<file path="src/include/sfr_map.svh">
// Register map, field positions, reset values and masks of the special-function block
// Operation
// - Bank bit zero picks bank zero or one
// - Pointer zero and direct accesses hit bank zero
// - Pointer one accesses follow the bank bit
// - Resets clear bank, except watchdog reset in halt
// - Special registers decode independent of bank bit
// - Status writes never touch expired or halt flags
// - Expired flag: set on timeout, clear otherwise listed
// - Halt flag: set by halt, cleared by power/clear
// - Sign-wrap flag is carry-in xor carry-out of msb
// - Zero flag follows zero result
// - Nibble carry is carry out of low nibble
// - Carry is add carry, no-borrow, or rotate bit
// - No automatic status save on interrupt or call
// - Direction bit one means input, zero output
// - Divider enable field decode, reserved code disables
// - Control bit six picks divider timer source
// - Control bit one sets slow crystal low power
// - Control bit zero selects slow crystal clock
// - Control bit seven remaps interrupt, timer, divider pins
// - Control bit five picks pwm split format
// - Control bits four to two route pins
// - Any pwm pin forces timer clock from system
`ifndef SFR_MAP_SVH
`define SFR_MAP_SVH
`define ADDR_PORT_ZERO 8'h00
`define ADDR_PTR_ZERO 8'h01
`define ADDR_PORT_ONE 8'h02
`define ADDR_PTR_ONE 8'h03
`define ADDR_BANK 8'h04
`define ADDR_STATUS 8'h0a
`define ADDR_PORT_DIR 8'h11
`define ADDR_CTRL_A 8'h1a
`define SFR_LIMIT 8'h40
`define BANK_BIT 0
`define TO_BIT 5
`define PDF_BIT 4
`define CTL_REMAP 7
`define CTL_DIVSRC 6
`define CTL_PWMFMT 5
`define CTL_PWM1 4
`define CTL_PWM0 3
`define CTL_DIVPIN 2
`define CTL_DIVEN_HI 3
`define CTL_DIVEN_LO 2
`define CTL_SLOW_CRYSTAL_LOW_POWER 1
`define CTL_CLKSEL 0
`define BANK_RST 8'h00
`define STATUS_RST 8'h00
`define CTRL_RST 8'h00
`define PTR_RST 8'h00
`define PORT_DIR_RST 8'hff
`define BANK_MASK 8'h01
`define STATUS_SW_MASK 8'h0f
`define CTRL_SMALL_MASK 8'h0f
`define CTRL_DIVSRC_MASK 8'h40
`define CTRL_FULL_MASK 8'hff
`endif

</file>
<file path="src/include/sfr_pkg.sv">
// Types shared by the special-function block
package sfr_pkg;
  typedef enum logic [1:0] {
    ROUTE_DIRECT,
    ROUTE_PTR0,
    ROUTE_PTR1
  } route_t;
  typedef logic [7:0] byte_t;
endpackage

</file>
<file path="src/include/sfr_flags_if.sv">
// Signals between the register block and the status flag unit
`timescale 1ns/1ps
`default_nettype none
interface sfr_flags_if;
  logic sw_we;
  logic [7:0] sw_wdata;
  logic [3:0] alu_upd;
  logic [7:0] alu_a;
  logic [7:0] alu_b;
  logic alu_cin;
  logic [7:0] alu_result;
  logic alu_rotate;
  logic alu_rot_carry;
  logic wdt_timeout;
  logic watchdog_clear_instruction_exec;
  logic halt_exec;
  logic power_up;
  logic [7:0] status;
  modport regs (
    output sw_we, sw_wdata, alu_upd, alu_a, alu_b, alu_cin, alu_result,
    output alu_rotate, alu_rot_carry, wdt_timeout, watchdog_clear_instruction_exec, halt_exec, power_up,
    input status
  );
  modport unit (
    input sw_we, sw_wdata, alu_upd, alu_a, alu_b, alu_cin, alu_result,
    input alu_rotate, alu_rot_carry, wdt_timeout, watchdog_clear_instruction_exec, halt_exec, power_up,
    output status
  );
endinterface
`default_nettype wire

</file>
<file path="src/verilog/cpu_flags_unit.sv">
// Status flag register with arithmetic flag generation
`timescale 1ns/1ps
`default_nettype none
`include "sfr_map.svh"
module cpu_flags_unit
  import sfr_pkg::*;
(
  input wire logic clk_sys,
  input wire logic rst_b,
  sfr_flags_if.unit fl
);
  logic [7:0] status_r;
  wire logic [7:0] status_nxt;
  wire logic [7:0] status_rst;
  wire logic [4:0] sum_lo;
  wire logic [7:0] sum_7;
  wire logic [8:0] sum_8;
  wire logic [3:0] calc;
  wire logic to_nxt;
  wire logic pdf_nxt;
  wire logic pwr_clr;
  assign sum_lo = {1'b0, fl.alu_a[3:0]} + {1'b0, fl.alu_b[3:0]} + {4'h0, fl.alu_cin};
  assign sum_7 = {1'b0, fl.alu_a[6:0]} + {1'b0, fl.alu_b[6:0]} + {7'h00, fl.alu_cin};
  assign sum_8 = {1'b0, fl.alu_a} + {1'b0, fl.alu_b} + {8'h00, fl.alu_cin};
  assign calc[0] = fl.alu_rotate ? fl.alu_rot_carry : sum_8[8];
  assign calc[1] = sum_lo[4];
  assign calc[2] = (fl.alu_result == 8'h00);
  assign calc[3] = sum_7[7] ^ sum_8[8];
  assign pwr_clr = !rst_b && fl.power_up;
  assign status_rst = `STATUS_RST;
  // Timeout set wins over any clear in the same cycle
  assign to_nxt = fl.wdt_timeout |
    (status_r[`TO_BIT] & ~(fl.watchdog_clear_instruction_exec | fl.halt_exec | pwr_clr));
  assign pdf_nxt = fl.halt_exec | (status_r[`PDF_BIT] & ~(fl.watchdog_clear_instruction_exec | pwr_clr));
  genvar i;
  generate
    for (i = 0; i < 4; i++) begin : g_arith
      // Software write wins, then the result of this cycle
      assign status_nxt[i] = (!rst_b) ? status_rst[i] :
        fl.sw_we ? fl.sw_wdata[i] : fl.alu_upd[i] ? calc[i] : status_r[i];
    end
  endgenerate
  assign status_nxt[`PDF_BIT] = pdf_nxt;
  assign status_nxt[`TO_BIT] = to_nxt;
  assign status_nxt[7:6] = 2'b00;
  always_ff @(posedge clk_sys) begin
    status_r <= status_nxt;
  end
  assign fl.status = status_r;
endmodule
`default_nettype wire

</file>
<file path="src/verilog/mcu_sfr.sv">
// Special-function register block: banking, pointers, status, port direction, control
`timescale 1ns/1ps
`default_nettype none
`include "sfr_map.svh"
module mcu_sfr
  import sfr_pkg::*;
#(
  parameter bit FULL_VARIANT = 1'b1,
  parameter bit HAS_DIV_SOURCE = 1'b1
) (
  input wire logic clk_sys,
  input wire logic rst_b,
  input wire logic reset_power_up,
  input wire logic reset_wdt_in_halt,
  input wire logic [7:0] acc_addr,
  input wire logic acc_rd,
  input wire logic acc_wr,
  input wire logic [7:0] acc_wdata,
  input wire logic [3:0] alu_upd,
  input wire logic [7:0] alu_a,
  input wire logic [7:0] alu_b,
  input wire logic alu_cin,
  input wire logic [7:0] alu_result,
  input wire logic alu_rotate,
  input wire logic alu_rot_carry,
  input wire logic wdt_timeout,
  input wire logic watchdog_clear_instruction_exec,
  input wire logic halt_exec,
  input wire logic cfg_rc_plus_crystal,
  input wire logic pwm2_pin_enable,
  output logic [7:0] rdata_r,
  output logic rd_valid_r,
  output logic ram_req_r,
  output logic ram_we_r,
  output logic ram_bank_r,
  output logic [7:0] ram_addr_r,
  output logic [7:0] ram_wdata_r,
  output logic [7:0] port_output_en_r,
  output logic div_out_first_en_r,
  output logic div_out_second_en_r,
  output logic div_src_timer1_r,
  output logic slow_crystal_low_power_r,
  output logic sys_clk_from_lxt_r,
  output logic fast_osc_stop_r,
  output logic pin_remap_port_b_r,
  output logic pwm_format_7p1_r,
  output logic pwm_zero_pin_en_r,
  output logic pwm_one_pin_en_r,
  output logic div_pin_en_r,
  output logic timer_clk_from_sys_r
);
  sfr_flags_if fl ();

  logic [7:0] ptr_zero_r;
  logic [7:0] ptr_one_r;
  logic [7:0] bank_select_r;
  logic [7:0] port_dir_r;
  logic [7:0] ctrl_a_r;
  logic [7:0] bank_select_nxt;
  logic [7:0] ptr_zero_nxt;
  logic [7:0] ptr_one_nxt;
  logic [7:0] port_dir_nxt;
  logic [7:0] ctrl_a_nxt;

  wire route_t route;
  wire logic [7:0] eff_addr;
  wire logic eff_bank;
  wire logic sfr_hit;
  wire logic sfr_wr;
  wire logic wr_ptr_zero;
  wire logic wr_ptr_one;
  wire logic wr_bank;
  wire logic wr_status;
  wire logic wr_port_dir;
  wire logic wr_ctrl;
  wire logic [7:0] ctrl_mask;
  wire logic [7:0] bank_mask;
  wire logic [7:0] rd_data;
  wire logic bank_bit;
  wire logic [1:0] div_en_field;
  wire logic div_first_nxt;
  wire logic div_second_nxt;
  wire logic lxt_select;
  wire logic any_pwm_pin;

  // Address routing through the two indirect ports
  assign route = (acc_addr == `ADDR_PORT_ZERO) ? ROUTE_PTR0 :
                 (acc_addr == `ADDR_PORT_ONE) ? ROUTE_PTR1 : ROUTE_DIRECT;
  assign eff_addr = (route == ROUTE_PTR0) ? ptr_zero_r :
                    (route == ROUTE_PTR1) ? ptr_one_r : acc_addr;
  assign bank_bit = FULL_VARIANT & bank_select_r[`BANK_BIT];
  // Pointer zero and direct addressing stay in bank zero
  assign eff_bank = (route == ROUTE_PTR1) ? bank_bit : 1'b0;
  // Special registers ignore the bank bit entirely
  assign sfr_hit = (eff_addr < `SFR_LIMIT);
  assign sfr_wr = acc_wr & sfr_hit;

  // Register write decode
  assign wr_ptr_zero = sfr_wr & (eff_addr == `ADDR_PTR_ZERO);
  assign wr_ptr_one = sfr_wr & (eff_addr == `ADDR_PTR_ONE);
  assign wr_bank = sfr_wr & (eff_addr == `ADDR_BANK) & FULL_VARIANT;
  assign wr_status = sfr_wr & (eff_addr == `ADDR_STATUS);
  assign wr_port_dir = sfr_wr & (eff_addr == `ADDR_PORT_DIR);
  assign wr_ctrl = sfr_wr & (eff_addr == `ADDR_CTRL_A);

  // Implemented bits per variant
  assign ctrl_mask = FULL_VARIANT ? `CTRL_FULL_MASK :
                     (`CTRL_SMALL_MASK | (HAS_DIV_SOURCE ? `CTRL_DIVSRC_MASK : 8'h00));
  assign bank_mask = FULL_VARIANT ? `BANK_MASK : 8'h00;

  // Read data, unused locations read as zero
  assign rd_data = (eff_addr == `ADDR_PTR_ZERO) ? ptr_zero_r :
                   (eff_addr == `ADDR_PTR_ONE) ? ptr_one_r :
                   (eff_addr == `ADDR_BANK) ? (bank_select_r & bank_mask) :
                   (eff_addr == `ADDR_STATUS) ? fl.status :
                   (eff_addr == `ADDR_PORT_DIR) ? port_dir_r :
                   (eff_addr == `ADDR_CTRL_A) ? (ctrl_a_r & ctrl_mask) : 8'h00;

  // Next values of the software registers
  always_comb begin
    ptr_zero_nxt = ptr_zero_r;
    ptr_one_nxt = ptr_one_r;
    bank_select_nxt = bank_select_r;
    port_dir_nxt = port_dir_r;
    ctrl_a_nxt = ctrl_a_r;
    if (wr_ptr_zero) begin
      ptr_zero_nxt = acc_wdata;
    end
    if (wr_ptr_one) begin
      ptr_one_nxt = acc_wdata;
    end
    if (wr_bank) begin
      bank_select_nxt = acc_wdata & bank_mask;
    end
    if (wr_port_dir) begin
      port_dir_nxt = acc_wdata;
    end
    if (wr_ctrl) begin
      ctrl_a_nxt = acc_wdata & ctrl_mask;
    end
  end

  // Bank keeps its value across a watchdog reset taken in halt
  always_ff @(posedge clk_sys) begin
    if (!rst_b) begin
      if (!reset_wdt_in_halt) begin
        bank_select_r <= `BANK_RST;
      end
    end else begin
      bank_select_r <= bank_select_nxt;
    end
  end

  always_ff @(posedge clk_sys) begin
    if (!rst_b) begin
      ptr_zero_r <= `PTR_RST;
    end else begin
      ptr_zero_r <= ptr_zero_nxt;
    end
  end

  always_ff @(posedge clk_sys) begin
    if (!rst_b) begin
      ptr_one_r <= `PTR_RST;
    end else begin
      ptr_one_r <= ptr_one_nxt;
    end
  end

  always_ff @(posedge clk_sys) begin
    if (!rst_b) begin
      port_dir_r <= `PORT_DIR_RST;
    end else begin
      port_dir_r <= port_dir_nxt;
    end
  end

  always_ff @(posedge clk_sys) begin
    if (!rst_b) begin
      ctrl_a_r <= `CTRL_RST;
    end else begin
      ctrl_a_r <= ctrl_a_nxt;
    end
  end

  // Status flags live in the flag unit; nothing is stacked on calls
  assign fl.sw_we = wr_status & rst_b;
  assign fl.sw_wdata = acc_wdata & `STATUS_SW_MASK;
  assign fl.alu_upd = rst_b ? alu_upd : 4'h0;
  assign fl.alu_a = alu_a;
  assign fl.alu_b = alu_b;
  assign fl.alu_cin = alu_cin;
  assign fl.alu_result = alu_result;
  assign fl.alu_rotate = alu_rotate;
  assign fl.alu_rot_carry = alu_rot_carry;
  assign fl.wdt_timeout = wdt_timeout;
  assign fl.watchdog_clear_instruction_exec = watchdog_clear_instruction_exec;
  assign fl.halt_exec = halt_exec;
  assign fl.power_up = reset_power_up;

  // Status holds only what software, the core and the watchdog put there
  cpu_flags_unit u_flags (
    .clk_sys(clk_sys),
    .rst_b(rst_b),
    .fl(fl)
  );

  // Data path towards the core and the general memory
  always_ff @(posedge clk_sys) begin
    if (!rst_b) begin
      rdata_r <= 8'h00;
    end else begin
      rdata_r <= (acc_rd & sfr_hit) ? rd_data : 8'h00;
    end
  end

  always_ff @(posedge clk_sys) begin
    if (!rst_b) begin
      rd_valid_r <= 1'b0;
    end else begin
      rd_valid_r <= acc_rd & sfr_hit;
    end
  end

  always_ff @(posedge clk_sys) begin
    if (!rst_b) begin
      ram_req_r <= 1'b0;
    end else begin
      ram_req_r <= (acc_rd | acc_wr) & ~sfr_hit;
    end
  end

  always_ff @(posedge clk_sys) begin
    if (!rst_b) begin
      ram_we_r <= 1'b0;
    end else begin
      ram_we_r <= acc_wr & ~sfr_hit;
    end
  end

  always_ff @(posedge clk_sys) begin
    if (!rst_b) begin
      ram_bank_r <= 1'b0;
    end else begin
      ram_bank_r <= eff_bank;
    end
  end

  always_ff @(posedge clk_sys) begin
    if (!rst_b) begin
      ram_addr_r <= 8'h00;
    end else begin
      ram_addr_r <= eff_addr;
    end
  end

  always_ff @(posedge clk_sys) begin
    if (!rst_b) begin
      ram_wdata_r <= 8'h00;
    end else begin
      ram_wdata_r <= acc_wdata;
    end
  end

  // Control field decode
  assign div_en_field = {ctrl_a_r[`CTL_DIVEN_HI], ctrl_a_r[`CTL_DIVEN_LO]};
  // Reserved code 01 is treated as both disabled
  assign div_first_nxt = FULL_VARIANT ? ctrl_a_r[`CTL_DIVPIN] :
                         (div_en_field == 2'b10) | (div_en_field == 2'b11);
  assign div_second_nxt = FULL_VARIANT ? 1'b0 : (div_en_field == 2'b11);
  assign lxt_select = ctrl_a_r[`CTL_CLKSEL] & (FULL_VARIANT | cfg_rc_plus_crystal);
  assign any_pwm_pin = FULL_VARIANT &
    (ctrl_a_r[`CTL_PWM0] | ctrl_a_r[`CTL_PWM1] | pwm2_pin_enable);

  always_ff @(posedge clk_sys) begin
    if (!rst_b) begin
      port_output_en_r <= 8'h00;
    end else begin
      port_output_en_r <= ~port_dir_r;
    end
  end

  always_ff @(posedge clk_sys) begin
    if (!rst_b) begin
      div_out_first_en_r <= 1'b0;
    end else begin
      div_out_first_en_r <= div_first_nxt;
    end
  end

  always_ff @(posedge clk_sys) begin
    if (!rst_b) begin
      div_out_second_en_r <= 1'b0;
    end else begin
      div_out_second_en_r <= div_second_nxt;
    end
  end

  always_ff @(posedge clk_sys) begin
    if (!rst_b) begin
      div_pin_en_r <= 1'b0;
    end else begin
      div_pin_en_r <= FULL_VARIANT & ctrl_a_r[`CTL_DIVPIN];
    end
  end

  always_ff @(posedge clk_sys) begin
    if (!rst_b) begin
      div_src_timer1_r <= 1'b0;
      slow_crystal_low_power_r <= 1'b0;
    end else begin
      div_src_timer1_r <= (FULL_VARIANT | HAS_DIV_SOURCE) & ctrl_a_r[`CTL_DIVSRC];
      slow_crystal_low_power_r <= ctrl_a_r[`CTL_SLOW_CRYSTAL_LOW_POWER];
    end
  end

  always_ff @(posedge clk_sys) begin
    if (!rst_b) begin
      sys_clk_from_lxt_r <= 1'b0;
      fast_osc_stop_r <= 1'b0;
    end else begin
      sys_clk_from_lxt_r <= lxt_select;
      fast_osc_stop_r <= lxt_select;
    end
  end

  always_ff @(posedge clk_sys) begin
    if (!rst_b) begin
      pin_remap_port_b_r <= 1'b0;
      pwm_format_7p1_r <= 1'b0;
    end else begin
      pin_remap_port_b_r <= FULL_VARIANT & ctrl_a_r[`CTL_REMAP];
      pwm_format_7p1_r <= FULL_VARIANT & ctrl_a_r[`CTL_PWMFMT];
    end
  end

  always_ff @(posedge clk_sys) begin
    if (!rst_b) begin
      pwm_zero_pin_en_r <= 1'b0;
      pwm_one_pin_en_r <= 1'b0;
      timer_clk_from_sys_r <= 1'b0;
    end else begin
      pwm_zero_pin_en_r <= FULL_VARIANT & ctrl_a_r[`CTL_PWM0];
      pwm_one_pin_en_r <= FULL_VARIANT & ctrl_a_r[`CTL_PWM1];
      timer_clk_from_sys_r <= any_pwm_pin;
    end
  end
endmodule
`default_nettype wire

</file>
<file path="config.mk">
export PLATFORM = sky130hd
export DESIGN_NAME = mcu_sfr
export DESIGN_NICKNAME = d
export VERILOG_FILES = /design/src/include/sfr_pkg.sv /design/src/include/sfr_flags_if.sv /design/src/verilog/cpu_flags_unit.sv /design/src/verilog/mcu_sfr.sv
export VERILOG_INCLUDE_DIRS = /design/src /design/src/include
export SDC_FILE = /design/constraint.sdc
export NUM_CORES = 1
export LEC_CHECK = 0
export BUFFER_PORTS_ARGS = -buffer_cell sky130_fd_sc_hd__buf_2
export CORE_MARGIN = 5
export CORE_UTILIZATION = 30
export CTS_CLUSTER_SIZE = 12
export DETAILED_ROUTE_END_ITERATION = 8
export PLACE_DENSITY = 0.48
export SYNTH_ARGS = -nofsm -noshare
export SYNTH_HDL_FRONTEND = slang
export SYNTH_SLANG_ARGS = --single-unit
</file>
<file path="constraint.sdc">
create_clock -name clk_sys -period 8.5 [get_ports clk_sys]
set_input_delay 0.85 -clock clk_sys [delete_from_list [all_inputs] [get_ports clk_sys]]
set_output_delay 0.85 -clock clk_sys [all_outputs]
set_load 0.02 [all_outputs]
</file>
**Word-level counts from Yosys, hierarchy flattened**

Index checks and enable logic that the tools add are counted.

- Logic and storage cells: 105
- Flip-flop bits (word level): 84
- Bits of input ports: 58
- Output and inout bits: 48

- Reductions and logical operators: 11
- Multiplexer cells: 23
- Add/sub/neg operators: 6
- Bitwise gates (word level): 26
- Order comparisons: 1
- Equal/unequal tests: 11

Operators by type and width:

| operator | count |
|---|---|
| two-way mux 8 bit | 8 |
| == test 8 x 2 -> 1 bit, second input constant | 2 |
| == test 8 x 5 -> 1 bit, second input constant | 2 |
| logical NOT 8 bit | 2 |
| bitwise AND 1 bit | 13 |
| two-way mux 1 bit | 12 |
| adder 8 x 8 -> 9 bit | 1 |
| adder 9 x 1 -> 9 bit | 1 |
| adder 7 x 7 -> 8 bit | 1 |
| adder 8 x 1 -> 8 bit | 1 |
| == test 8 x 1 -> 1 bit, second input constant | 1 |
| == test 8 x 3 -> 1 bit, second input constant | 1 |
| == test 8 x 4 -> 1 bit, second input constant | 1 |
| less-than comparator 8 x 7 -> 1 bit, second input constant | 1 |
| NOT 8 bit | 1 |
| bitwise OR 1 bit | 8 |
| nonzero test 2 bit | 4 |
| AND reduction 2 bit | 3 |
| adder 4 x 4 -> 5 bit | 1 |
| adder 5 x 1 -> 5 bit | 1 |
| two-way mux 2 bit | 2 |
| two-way mux 4 bit | 1 |
| NOT 1 bit | 3 |
| == test 2 x 1 -> 1 bit, second input constant | 1 |
| 6 further kinds | 6 |

**Longest topological paths before layout**

- Depth in word-level cells: 13
- Mapped depth: 10
- Gate-level depth less buffers: 8

**By module**

A second synthesis with hierarchy kept.

- Cell total of the unflattened synthesis: 399
- Area, all modules: 3744.8 sq um

Modules (own cells, without submodules):

| module | instances | cells each | area an instance (sq um) | seq. area each (sq um) |
|---|---|---|---|---|
| mcu_sfr | 1 | 339 | 3256.9 | 1571.5 |
| cpu_flags_unit | 1 | 60 | 488.0 | 120.1 |

**Least setup slack after synthesis**

No wires, ideal clock.

- Path kind: input to register
- Start: input acc_addr[0]
- End: register port_dir_r[0]
- Path buffers: 3
- Data required time: 8371 ps
- Arrival: 3362 ps
- Setup slack: 5009 ps
- Library setup time: 129 ps
- Stages on the path: 10
- Cells stage by stage: buf_2 -> or3_4 -> or4_4 -> a222oi_1 -> and4b_1 -> buf_2 -> nor2b_1 -> buf_4 -> mux2i_1 -> nand2_1

- Longest elaborated chain between the ends: 9
- Elaborated cells between the ends (all ways): 12
- Classes of those cells: 1 x order compare; 4 x eq/ne; 4 x mux; 2 x bitwise; 1 x reduce/logical

RTL lines:

| item | line | source |
|---|---|---|
| start: declaration | mcu_sfr.sv:15 | `input wire logic [7:0] acc_addr,` |
| == test 8 x 2 -> 1 bit (no source line) | - |  |
| two-way mux 2 bit | mcu_sfr.sv:88 | `` (acc_addr == `ADDR_PORT_ONE) ? ROUTE_PTR1 : ROUTE_DIRECT; `` |
| two-way mux 2 bit | mcu_sfr.sv:87 | `` assign route = (acc_addr == `ADDR_PORT_ZERO) ? ROUTE_PTR0 : `` |
| == test 2 bit | mcu_sfr.sv:90 | `(route == ROUTE_PTR1) ? ptr_one_r : acc_addr;` |
| two-way mux 8 bit | mcu_sfr.sv:90 |  |
| two-way mux 8 bit * | mcu_sfr.sv:89 | `assign eff_addr = (route == ROUTE_PTR0) ? ptr_zero_r :` |
| less-than comparator 8 x 7 -> 1 bit (no source line) | - |  |
| bitwise AND 1 bit | mcu_sfr.sv:96 | `assign sfr_wr = acc_wr & sfr_hit;` |
| bitwise AND 1 bit * | mcu_sfr.sv:103 | `` assign wr_port_dir = sfr_wr & (eff_addr == `ADDR_PORT_DIR); `` |
| end signal: assignment | mcu_sfr.sv:172 | `` port_dir_r <= `PORT_DIR_RST; `` |
| end signal: assignment | mcu_sfr.sv:174 | `port_dir_r <= port_dir_nxt;` |
| end: declaration | mcu_sfr.sv:57 | `logic [7:0] port_dir_r;` |

Mark *: on every way between the ends. The rest lies on a longest branch, timed or not.
A chain may end at the register's enable or synchronous reset.

**Worst setup path in the final report**

- Start: input acc_addr[4]
- End: register ctrl_a_r[7]

- Longest elaborated chain between the ends: 9
- Elaborated cells between the ends (all ways): 12
- Classes of those cells: 1 x order compare; 4 x eq/ne; 4 x mux; 2 x bitwise; 1 x reduce/logical

RTL lines:

| item | line | source |
|---|---|---|
| == test 8 x 2 -> 1 bit (no source line) | - |  |
| two-way mux 2 bit | mcu_sfr.sv:88 |  |
| two-way mux 2 bit | mcu_sfr.sv:87 |  |
| == test 2 bit | mcu_sfr.sv:90 |  |
| two-way mux 8 bit | mcu_sfr.sv:90 |  |
| two-way mux 8 bit * | mcu_sfr.sv:89 |  |
| less-than comparator 8 x 7 -> 1 bit (no source line) | - |  |
| bitwise AND 1 bit | mcu_sfr.sv:96 |  |
| bitwise AND 1 bit * | mcu_sfr.sv:104 | `` assign wr_ctrl = sfr_wr & (eff_addr == `ADDR_CTRL_A); `` |
| end signal: assignment | mcu_sfr.sv:180 | `` ctrl_a_r <= `CTRL_RST; `` |
| end signal: assignment | mcu_sfr.sv:182 | `ctrl_a_r <= ctrl_a_nxt;` |
| end: declaration | mcu_sfr.sv:58 | `logic [7:0] ctrl_a_r;` |

Marked as above.

==> out/metrics.cfg <==
[die]
rows = 39
start_util_pct = 30.4
die_h_um = 117
die_w_um = 117
die_area_sq_um = 13700
core_area_sq_um = 11300
io_pins = 106

[finish]
antenna_cells = 0
postLayoutCoreUtil_pct = 38.2
final_common_cell = buf_2
fin_nets = 524
drive_above_1_share_pct = 28.7
final_cell_mix = buf_2 (103), dfxtp_1 (83), nor2_1 (47), mux2i_1 (28), nand2_1 (27)
area.growth.synth_to_final_pct = 25.8
n_fill_cell = 1184

[pwr]
netSwitchingFraction_pct = 23.9
power.density_nw_per_um2 = 199
leakage_nw = 1.87
p_int_uw = 657
p_total_uw = 863
p_seq_share_pct = 46.8
vdd_drop_max_mv = 0.0879
power_frac_clock_pct = 45.6
power_frac_comb_pct = 7.6
p_switching_uw = 206

[clocking]
cts_inserted_buffers = 9
cts_hold_buf = 0
cts_resized = 0
post-cts-setup-buffers = 0
cts_tree = built
cts_root_buf = clkbuf_16
clk_latency_ns = 0.34
path_clk_slew_ns = 0.06
clock_sinks = 84
cts-htree-levels = 3
clock_tree.buffer_depth = 2

[sta]
rsz0062_at_grt = no
finalCritPeriodShare_pct = 50.7
tightest_slew_ns = 1.05
setup_viol = 0
clock_skew_ns = 0.00656
fin_crit_ns = 4.31
fmax_mhz = 232
finalMaxSlewViolations = 0
slew-limit-headroom_pct = 29.7
setup_tns_ns = 0
finalHoldViolCount = 0

[critical_path]
worstSetupPathType = primary input to register
cp-end-kind = register
critPathLaunch = acc_addr[4]
worstPathRequired_ns = 8.72
crit_path_max_fanout = 9
worst_setup_path_start_kind = primary input
r2r_start = ptr_zero_r[7]
cp.arrival_ns = 4.53

[place]
place.gp.congestion = 0.819
dpl.hpwl_mm = 6.96
io_buffer_count = 103

[yosys]
synth_area_sq_um = 3440
syn_nets = 432
synthCells = 366
ys_warn_count = 0
ys_async_sr_fraction_pct = 0
syn_avg_cell_area_sq_um = 9.40
synth.distinct_cells = 48
yosysSeqAreaShare_pct = 49.2
synth_edf_count = 1
synth_ff_type = dfxtp_1
synth_seq_cells = 84

[grt]
grt_pass1_vias = 2779
overflow = 0
antenna_found_initial = 0
grt_usage_pct = 14.0
grt_max_degree = 45
grt_pass1_wl_mm = 14.4

[drt]
num_vias = 2965
routed_wl_mm = 9.53
wl_per_cell_um = 15.7
drc = 0
dr.pass1.iters = 4
ant_nets = 0
drt_iter0_drc = 131
viasPerCell = 4.89

[flow_run]
maxCapViolCount = 0

[run_status]
outcome = finished clean

[min_path]
min-delay-start = port_dir_r[4]
hp-class = register to register

==> through the flow <==
step           worst slack (ns)  hold WS (ns)  std cells  area, sq um
2_1_floorplan              5.01         0.412        366         3440
3_3_place_gp               3.93         0.430        590         4030
3_5_place_dp               3.87         0.429        590         4030
4_1_cts                    4.21         0.446        606         4330
5_1_grt                    4.05         0.464        606         4330
6_report                   4.19         0.443        606         4330
==> logic make-up after synthesis <==
logic type	synth area share (%)
flops	49.2
compound gates	14.7
fa+ha+maj	2.91
mux	8.80
other cells	0.109
simple gates	19.7
buf+inv	4.62
==> critical path, stage by stage <==
cell and delay (ns):
buf_2 0.14, or4_4 0.59, or4_1 0.48, a222oi_1 0.70
and4b_1 0.54, nor2b_1 0.88, mux2i_1 0.29, nor2_1 0.06
==> power groups by stage <==
stage,Sequential [mW],Clock [mW],Combinational (mW)
2_1_floorplan,0.419,0,0.0291
3_3_place_gp,0.413,0,0.0646
3_5_place_dp,0.413,0,0.0660
4_1_cts,0.404,0.403,0.0663
5_1_grt,0.405,0.425,0.0728
6_report,0.404,0.393,0.0652
==> registers in the layout, summed over array words and instances (netlist names), 6 cells and up <==
signal             flops
rdata_r                8
ptr_zero_r             8
ptr_one_r              8
port_output_en_r       8
port_dir_r             8
ram_addr_r             8
u_flags.fl.status      6
ctrl_a_r               8
ram_wdata_r            8
==> cell type report <==
| cell class | count | area [sq um] | area share, % |
|---|---|---|---|
| Sequential cell | 84 | 1690 | 39.1 |
| Clock inverter | 7 | 73.8 | 1.71 |
| Inverter | 10 | 37.5 | 0.868 |
| Tap cell | 143 | 179 | 4.14 |
| Multi-Input combinational cell | 248 | 1590 | 36.7 |
| Clock buffer | 9 | 225 | 5.21 |
| Timing Repair Buffer | 105 | 531 | 12.3 |
==> per-layer routing <==
layer | GRT usage (%) | wire [um] | up-vias
met2 | 22.3 | 4400 | 83
met1 | 17.5 | 4260 | 1375
li1 | - | - | 1488
met4 | 6.73 | 238 | 0
met5 | 0 | 0 | -
met3 | 4.06 | 631 | 19
==> cell usage after synthesis, drive strengths merged, types with 3 or more instances <==
| master | number | share of area (%) |
|---|---|---|
| clkbuf | 13 | 1.4 |
| mux2i | 28 | 8.1 |
| a22oi | 7 | 1.5 |
| inv | 9 | 0.98 |
| or4 | 4 | 1.1 |
| o21ai | 18 | 2.6 |
| nor4 | 6 | 1.1 |
| a211o | 6 | 1.5 |
| a31o | 3 | 0.76 |
| a31oi | 8 | 1.5 |
| nor2b | 3 | 0.55 |
| nand2 | 27 | 2.9 |
| and3 | 5 | 0.91 |
| or2 | 4 | 0.73 |
| dfxtp | 83 | 48 |
| ha | 8 | 2.9 |
| buf | 11 | 2.1 |
| nand4 | 3 | 0.55 |
| nor2 | 47 | 5.1 |
| a21oi | 15 | 2.2 |
| nand2b | 3 | 0.55 |
| nand3 | 4 | 0.58 |
| a222oi | 3 | 0.87 |
| nor3 | 3 | 0.44 |
| and2 | 16 | 2.9 |
==> path summary, 6_finish.rpt <==
path                               to  slack (ns)  cells past startpoint
hold / removal    port_output_en_r[4]        0.44                      1
hold reg to reg   port_output_en_r[4]        0.44                      1
setup reg to reg          ctrl_a_r[7]        4.99                      6
setup / recovery          ctrl_a_r[7]        4.19                      8
No activity file was read; power rests on OpenSTA's default activity.
